**config.mk**
```make
export PLATFORM = sky130hd
export DESIGN_NAME = ufbg_top
export DESIGN_NICKNAME = d
export VERILOG_FILES = /design/src/ufbg_pkg.sv /design/src/ufbg_channel.sv /design/src/ufbg_top.sv
export SDC_FILE = /design/constraint.sdc
export NUM_CORES = 1
export LEC_CHECK = 0
export BUFFER_PORTS_ARGS = -buffer_cell sky130_fd_sc_hd__buf_2
export CORE_UTILIZATION = 30
export CTS_CLUSTER_DIAMETER = 80
export CTS_CLUSTER_SIZE = 25
export DETAILED_ROUTE_END_ITERATION = 7
export HOLD_SLACK_MARGIN = 0.12
export PLACE_DENSITY = 0.43
export SETUP_SLACK_MARGIN = 0.05
export SLEW_MARGIN = 20
export SYNTH_ARGS = -nofsm -noshare
export SYNTH_HDL_FRONTEND = slang
export SYNTH_SLANG_ARGS = --single-unit
```
**constraint.sdc**
```tcl
create_clock -name sys_clk -period 6.2 [get_ports sys_clk]
set_clock_uncertainty 0.15 [all_clocks]
set_input_delay 0.93 -clock sys_clk [delete_from_list [all_inputs] [get_ports sys_clk]]
set_output_delay 0.93 -clock sys_clk [all_outputs]
set_load 0.03 [all_outputs]
```
**src/ufbg_pkg.sv**
```systemverilog
// Package with constants for the fractional sampling-clock generator
`default_nettype none
package ufbg_pkg;

  localparam int unsigned DIV_INT_W   = 16;
  localparam int unsigned DIV_FRAC_W  = 4;
  localparam int unsigned BYTE_W      = 8;

  // Register field positions
  localparam int unsigned PRESCALE_BIT = 7;
  localparam int unsigned FRAC_LSB     = 0;
  localparam int unsigned RATIO_LSB    = 4;
  localparam int unsigned RATIO_W      = 2;

  // Register offsets on the write and read ports
  localparam logic [1:0] ADDR_LOW      = 2'h0;
  localparam logic [1:0] ADDR_HIGH     = 2'h1;
  localparam logic [1:0] ADDR_FRAC     = 2'h2;
  localparam logic [1:0] ADDR_MODEM    = 2'h3;

  // Values after reset
  localparam logic [7:0] DIV_LOW_RST   = 8'h01;
  localparam logic [7:0] DIV_HIGH_RST  = 8'h00;
  localparam logic [7:0] DIV_FRAC_RST  = 8'h00;
  localparam logic [7:0] MODEM_RST     = 8'h00;

  // Last prescaler count when enabled; the prescaler divides by 4
  localparam logic [1:0] PRESCALE_LAST = 2'h3;

  // Sampling ratio encodings
  typedef enum logic [1:0]
  {
    UFBG_RATIO_16X = 2'b00,
    UFBG_RATIO_8X  = 2'b01,
    UFBG_RATIO_4X  = 2'b10
  } ufbg_ratio_t;

  // Sample-clock ticks per serial bit for each ratio
  localparam logic [4:0] TICKS_16X = 5'h10;
  localparam logic [4:0] TICKS_8X  = 5'h08;
  localparam logic [4:0] TICKS_4X  = 5'h04;

  // Identification code; value is arbitrary
  localparam logic [7:0] DEVICE_ID = 8'h5a;

endpackage : ufbg_pkg
`default_nettype wire

```
**src/ufbg_channel.sv**
```systemverilog
// One channel: prescaler plus integer/fractional rate divider
`timescale 1ns/100ps
`default_nettype none
module ufbg_channel
(
  // Clock and reset
  input  wire logic        sys_clk,
  input  wire logic        rst_n,
  // Oscillator tick, one cycle per osc_input rising edge
  input  wire logic        osc_tick,
  // Configuration
  input  wire logic [7:0]  modem_ctrl_reg,
  input  wire logic [7:0]  divisor_low,
  input  wire logic [7:0]  divisor_high,
  input  wire logic [7:0]  divisor_fraction,
  // Outputs
  output logic             sample_tick,
  output logic             bit_tick,
  output logic [1:0]       ratio_sel
);

  logic [1:0]  pre_cnt_ff;
  logic [1:0]  nxt_pre_cnt;
  logic [15:0] div_cnt_ff;
  logic [15:0] nxt_div_cnt;
  logic [3:0]  frac_acc_ff;
  logic [3:0]  nxt_frac_acc;
  logic        stretch_ff;
  logic        nxt_stretch;
  logic        sample_ff;
  logic        nxt_sample;
  logic [4:0]  bit_cnt_ff;
  logic [4:0]  nxt_bit_cnt;
  logic        bit_ff;
  logic        nxt_bit;

  wire         prescale_on = modem_ctrl_reg[ufbg_pkg::PRESCALE_BIT];
  wire [15:0]  div_int     = {divisor_high, divisor_low};
  wire [3:0]   div_frac    = divisor_fraction[ufbg_pkg::FRAC_LSB +: ufbg_pkg::DIV_FRAC_W];
  wire [1:0]   ratio       = divisor_fraction[ufbg_pkg::RATIO_LSB +: ufbg_pkg::RATIO_W];
  // Divisor zero is treated as one so the output never stalls
  wire [15:0]  div_eff     = (div_int == 16'h0000) ? 16'h0001 : div_int;
  wire         pre_last    = !prescale_on || (pre_cnt_ff == ufbg_pkg::PRESCALE_LAST);
  wire         pre_tick    = osc_tick && pre_last;
  wire         period_end  = pre_tick && (div_cnt_ff >= div_eff - 16'h0001) &&
                             (!stretch_ff || div_cnt_ff >= div_eff);
  wire [4:0]   acc_sum     = {1'b0, frac_acc_ff} + {1'b0, div_frac};
  wire [4:0]   ticks_per_bit = (ratio == ufbg_pkg::UFBG_RATIO_8X) ? ufbg_pkg::TICKS_8X :
                               (ratio == ufbg_pkg::UFBG_RATIO_4X) ? ufbg_pkg::TICKS_4X :
                               ufbg_pkg::TICKS_16X;

  always_comb
  begin
    nxt_pre_cnt  = pre_cnt_ff;
    nxt_div_cnt  = div_cnt_ff;
    nxt_frac_acc = frac_acc_ff;
    nxt_stretch  = stretch_ff;
    nxt_sample   = 1'b0;
    nxt_bit_cnt  = bit_cnt_ff;
    nxt_bit      = 1'b0;
    if (osc_tick)
    begin
      nxt_pre_cnt = pre_last ? 2'h0 : pre_cnt_ff + 2'h1;
    end
    if (pre_tick)
    begin
      if (period_end)
      begin
        nxt_div_cnt  = 16'h0000;
        nxt_frac_acc = acc_sum[3:0];
        nxt_stretch  = acc_sum[4];
        nxt_sample   = 1'b1;
        // In 8X with an odd fraction the stretch lands unevenly per bit
        if (bit_cnt_ff >= ticks_per_bit - 5'h01)
        begin
          nxt_bit_cnt = 5'h00;
          nxt_bit     = 1'b1;
        end
        else
        begin
          nxt_bit_cnt = bit_cnt_ff + 5'h01;
        end
      end
      else
      begin
        nxt_div_cnt = div_cnt_ff + 16'h0001;
      end
    end
  end

  always_ff @(posedge sys_clk)
  begin
    if (!rst_n)
    begin
      pre_cnt_ff  <= 2'h0;
      div_cnt_ff  <= 16'h0000;
      frac_acc_ff <= 4'h0;
      stretch_ff  <= 1'b0;
      sample_ff   <= 1'b0;
      bit_cnt_ff  <= 5'h00;
      bit_ff      <= 1'b0;
    end
    else
    begin
      pre_cnt_ff  <= nxt_pre_cnt;
      div_cnt_ff  <= nxt_div_cnt;
      frac_acc_ff <= nxt_frac_acc;
      stretch_ff  <= nxt_stretch;
      sample_ff   <= nxt_sample;
      bit_cnt_ff  <= nxt_bit_cnt;
      bit_ff      <= nxt_bit;
    end
  end

  assign sample_tick = sample_ff;
  assign bit_tick    = bit_ff;
  assign ratio_sel   = ratio;

endmodule : ufbg_channel
`default_nettype wire

```
**src/ufbg_top.sv**
```systemverilog
// Dual-channel fractional sampling-clock generator with divisor registers
`timescale 1ns/100ps
`default_nettype none
module ufbg_top
#(
  parameter int unsigned NUM_CH = 2
)
(
  // Clock and reset
  input  wire logic              sys_clk,
  input  wire logic              rst_n,
  // Oscillator pin, asynchronous to sys_clk
  input  wire logic              osc_input,
  output logic                   osc_output,
  // Register write port, on sys_clk
  input  wire logic [NUM_CH-1:0] chan_sel,
  input  wire logic              reg_wr,
  input  wire logic [1:0]        reg_addr,
  input  wire logic [7:0]        reg_wdata,
  // Register read port
  input  wire logic              rd_chan,
  output logic [7:0]             reg_rdata,
  output logic [7:0]             device_id,
  // Sampling outputs per channel
  output logic [NUM_CH-1:0]      sample_tick,
  output logic [NUM_CH-1:0]      bit_tick,
  output logic [2*NUM_CH-1:0]    ratio_sel
);

  logic osc_meta_ff;
  logic osc_sync_ff;
  logic osc_prev_ff;
  logic [7:0] rdata_ff;
  logic [7:0] nxt_rdata;

  logic [7:0] low_q  [NUM_CH];
  logic [7:0] high_q [NUM_CH];
  logic [7:0] frac_q [NUM_CH];
  logic [7:0] modem_q [NUM_CH];

  // Oscillator pin passes two flops; the edge detect compares the second one with a third flop
  always_ff @(posedge sys_clk)
  begin
    if (!rst_n)
    begin
      osc_meta_ff <= 1'b0;
      osc_sync_ff <= 1'b0;
      osc_prev_ff <= 1'b0;
    end
    else
    begin
      osc_meta_ff <= osc_input;
      osc_sync_ff <= osc_meta_ff;
      osc_prev_ff <= osc_sync_ff;
    end
  end

  wire osc_tick = osc_sync_ff && !osc_prev_ff;

  // Registers are written by sys_clk, so access never waits on the oscillator
  genvar ch;
  generate
    for (ch = 0; ch < NUM_CH; ch++)
    begin : g_ch
      logic [7:0] low_ff;
      logic [7:0] high_ff;
      logic [7:0] frac_ff;
      logic [7:0] modem_ff;
      wire        wr_here = reg_wr && chan_sel[ch];

      always_ff @(posedge sys_clk)
      begin
        if (!rst_n)
        begin
          low_ff   <= ufbg_pkg::DIV_LOW_RST;
          high_ff  <= ufbg_pkg::DIV_HIGH_RST;
          frac_ff  <= ufbg_pkg::DIV_FRAC_RST;
          modem_ff <= ufbg_pkg::MODEM_RST;
        end
        else if (wr_here)
        begin
          if (reg_addr == ufbg_pkg::ADDR_LOW)
            low_ff <= reg_wdata;
          if (reg_addr == ufbg_pkg::ADDR_HIGH)
            high_ff <= reg_wdata;
          if (reg_addr == ufbg_pkg::ADDR_FRAC)
            frac_ff <= {2'b00, reg_wdata[5:0]};
          if (reg_addr == ufbg_pkg::ADDR_MODEM)
            modem_ff <= reg_wdata;
        end
      end

      assign low_q[ch]   = low_ff;
      assign high_q[ch]  = high_ff;
      assign frac_q[ch]  = frac_ff;
      assign modem_q[ch] = modem_ff;

      ufbg_channel u_gen
      (
        .sys_clk          (sys_clk),
        .rst_n            (rst_n),
        .osc_tick         (osc_tick),
        .modem_ctrl_reg   (modem_ff),
        .divisor_low      (low_ff),
        .divisor_high     (high_ff),
        .divisor_fraction (frac_ff),
        .sample_tick      (sample_tick[ch]),
        .bit_tick         (bit_tick[ch]),
        .ratio_sel        (ratio_sel[2*ch +: 2])
      );
    end
  endgenerate

  wire       rd_idx = rd_chan;
  wire [7:0] rd_mux = (reg_addr == ufbg_pkg::ADDR_LOW)  ? low_q[rd_idx]  :
                      (reg_addr == ufbg_pkg::ADDR_HIGH) ? high_q[rd_idx] :
                      (reg_addr == ufbg_pkg::ADDR_FRAC) ? frac_q[rd_idx] :
                      modem_q[rd_idx];

  always_comb
  begin
    nxt_rdata = rd_mux;
  end

  always_ff @(posedge sys_clk)
  begin
    if (!rst_n)
      rdata_ff <= 8'h00;
    else
      rdata_ff <= nxt_rdata;
  end

  assign reg_rdata  = rdata_ff;
  assign device_id  = ufbg_pkg::DEVICE_ID;
  // Inverted oscillator output; real crystal drive is analog
  assign osc_output = ~osc_input;

endmodule : ufbg_top
`default_nettype wire

```
==> flow_summary.toml <==
[power_and_ir_drop]
power_frac_clock_pct = 48.4
cell_internal_pwr_mw = 1.52
pwr-share-comb_pct = 10.0
sw_frac_of_total_pct = 27.6
power_switching_uw = 579
worst_ir_drop_vdd_mv = 0.147
power_per_cell_area_nw_per_um2 = 232
p_leak_nw = 3.65
power_frac_seq_pct = 41.6

[route]
remaining_drc_errors = 4
drt-total-wl_um = 22700
via_per_inst = 5.02
vias = 6723
final_antenna_net_count = 0
wl_per_cell_um = 16.9
drt-initial-drc-count = 343
dr.pass1.iters = 7

[yosys]
yosysWarnings = 0
async_flop_share_pct = 0
synth_edf_count = 0
seq_area_frac_synth_pct = 32.4
synth_flop_cell = "dfxtp_1"
synth.avg_cell_area_sq_um = 8.23
synth_cells = 983
yosysTopAreaCell = "dfxtp_1"
synth-seq-cells = 131
synth_area_sq_um = 8090
synth.top_cell.area_share_pct = 32.4
synth.distinct_cells = 60
netlist_top_cells_area = "dfxtp_1, ha_1, nand2_1, a21oi_1, mux4_2"

[setup_path]
slowest_stage = "or4_4"
required_ns = 6.39
start_kind = "flop"
path_class = "reg -> reg"
slowest_delay_ns = 0.59
cp_max_fo = 11
crit_path_cell_trace = "or4_4 > or4_4 > nor4_1 > a21o_1 > inv_1 > ha_1 > nand3_1 > nor2_1 > nand2_1 > xnor2_1 > ha_1 > nand4_1 > or3_1 > o2bb2ai_1 > o21ai_1 > or4_1 > a21oi_1"
critPathArrivalTime_ns = 5.23
end_kind = "flop"

[layout]
fin_nets = 1094
final_common_cell = "nand2_1"
syn_to_final_growth_pct = 11.8
final_util_pct = 34.4
drive_above_1_share_pct = 8.98
final_cell_mix = "nand2_1, dfxtp_1, a21oi_1, ha_1, nor2_1"

[global_route]
antenna_found_initial = 3
grt_max_degree = 59
grt_pass1_wl_um = 36400
grt_usage_pct = 16.9
grt_pass1_vias = 6430
overflow = 0

[sta]
fmax_mhz = 198
maxSlewViolCount = 0
worst_pin_slew_ns = 0.975
slew_headroom_pct = 34.5
min_period_over_period_pct = 81.4
rsz0062_at_grt = "no"
setup_viol = 0
hold_viol_final = 0
min_period_ns = 5.05
setup_tns_ns = 0

[clock_network]
ctsResizeCount = 0
cts_tree = "done"
h-tree-depth = 4
cts_buffers = 17
clk_latency_ns = 0.43
root_buffer = "clkbuf_16"
cts.sinks = 131
cts_hold_repair.buffers = 0
cts.clk_slew.worst_paths_ns = 0.06
clockBufferDepth = 2
post_cts.repair.setup_buffers = 0

[worst_hold_path]
hold_class = "reg -> reg"

[die]
die_h_um = 166
coreArea_sq_um = 26300
io_pins = 42
row_count = 59
die_area_sq_um = 27600
initial_utilization_pct = 30.8
dieWidth_um = 166

[placement]
port_buffers = 33
gp_congestion = 0.775
hpwl_um = 16900

[run_status]
failed_checks = "design-rule violations"
status = "finished, violations left"

[flow_run]
maxCapViolations = 0
-- cells in the mapped netlist (3+ instances only) --
| master | instances |
|---|---|
| a211o_1 | 3 |
| a211oi_1 | 5 |
| a21o_1 | 13 |
| a21oi_1 | 101 |
| a22o_1 | 4 |
| a31o_2 | 3 |
| a31oi_1 | 3 |
| and2_1 | 8 |
| and3_1 | 6 |
| and4_1 | 3 |
| buf_1 | 11 |
| buf_2 | 3 |
| buf_4 | 16 |
| clkbuf_1 | 25 |
| dfxtp_1 | 131 |
| ha_1 | 86 |
| inv_1 | 55 |
| mux2i_1 | 23 |
| mux4_2 | 13 |
| nand2_1 | 147 |
| nand2b_1 | 6 |
| nand3_1 | 32 |
| nand4_1 | 20 |
| nor2_1 | 72 |
| nor2b_1 | 7 |
| nor3_1 | 37 |
| nor4_1 | 8 |
| o211ai_1 | 5 |
| o21a_1 | 9 |
| o21ai_0 | 11 |
| o21ai_1 | 16 |
| o22ai_1 | 3 |
| or3_1 | 6 |
| or4_1 | 8 |
| xnor2_1 | 33 |
| xor2_1 | 15 |
-- final cells by class --
class / count / area, sq um
Clock buffer: 18 / 429
Fill cell: 2799 / 17200
Timing Repair Buffer: 36 / 188
Multi-Input combinational cell: 746 / 5000
Sequential cell: 131 / 2620
Tap cell: 335 / 419
Clock inverter: 14 / 156
Antenna cell: 2 / 5.00
Inverter: 57 / 215
-- cell families after synthesis --
kind of cell | Yosys count | synth area share (%)
muxes | 36 | 6.47
adders and majority gates | 88 | 13.8
buffers and inverters | 112 | 5.99
xor gates and xnor gates | 48 | 5.20
AOI/OAI and AO/OA | 199 | 15.1
other | 2 | 0.0929
DFF | 131 | 32.4
and+or+nand+nor | 367 | 20.9
-- path summary, 6_finish.rpt --
check / start / end / slack [ns] / cells after the start
max: g_ch[0].high_ff[0] / g_ch[0].u_gen.bit_cnt_ff[0] / 1.15 / 17
min: osc_meta_ff / osc_sync_ff / 0.29 / 1
max reg2reg: g_ch[0].high_ff[0] / g_ch[0].u_gen.bit_cnt_ff[0] / 1.15 / 17
min reg2reg: osc_meta_ff / osc_sync_ff / 0.29 / 1
-- state kept, by name, indices dropped and copies added, names as in the netlist --
| name | cells |
|---|---|
| osc_meta_ff | 1 |
| g_ch.u_gen.frac_acc_ff | 8 |
| reg_rdata | 8 |
| g_ch.frac_ff | 12 |
| g_ch.u_gen.pre_cnt_ff | 4 |
| g_ch.high_ff | 16 |
| g_ch.u_gen.div_cnt_ff | 32 |
| g_ch.u_gen.sample_tick | 2 |
| g_ch.u_gen.stretch_ff | 2 |
| osc_prev_ff | 1 |
| g_ch.low_ff | 16 |
| g_ch.u_gen.bit_tick | 2 |
| g_ch.modem_ff | 16 |
| osc_sync_ff | 1 |
| g_ch.u_gen.bit_cnt_ff | 10 |
-- power groups by stage --
| stage | combinational, mW | sequential (mW) | clock (mW) |
|---|---|---|---|
| detailed placement | 0.211 | 0.892 | 0 |
| CTS | 0.211 | 0.873 | 1.04 |
| global placement | 0.212 | 0.892 | 0 |
| floorplan | 0.157 | 0.887 | 0 |
| finish | 0.209 | 0.873 | 1.02 |
| global route | 0.232 | 0.875 | 1.07 |
-- worst max-delay path: cells and delay by family (launching register included) --
family | cells | cell delay (ns)
AOI/OAI and AO/OA | 4 | 0.91
xor gates and xnor gates | 1 | 0.07
adders and majority gates | 2 | 0.51
buffers and inverters | 1 | 0.06
DFF | 1 | 0.39
and+or+nand+nor | 9 | 2.85
-- per-layer routing --
layer / share of wire (%) / vias up / track usage (%)
met4: 1.5 / 2 / 6.14
met3: 3.0 / 20 / 3.36
met1: 49 / 3147 / 22.8
li1: - / 3470 / -
met5: 0.048 / - / 0
met2: 46 / 84 / 26.7
-- metrics by stage --
stage	cell area, sq um	instances	setup slack, ns	power (mW)	hold WS (ns)
floorplan	8110	989	1.74	1.04	0.262
detailed placement	8450	1305	1.10	1.10	0.274
finish	9040	1339	1.15	2.10	0.288
global route	9030	1337	0.691	2.18	0.329
global placement	8450	1305	1.20	1.10	0.268
CTS	9030	1337	1.10	2.12	0.291
No activity file was read; power rests on OpenSTA's default activity.
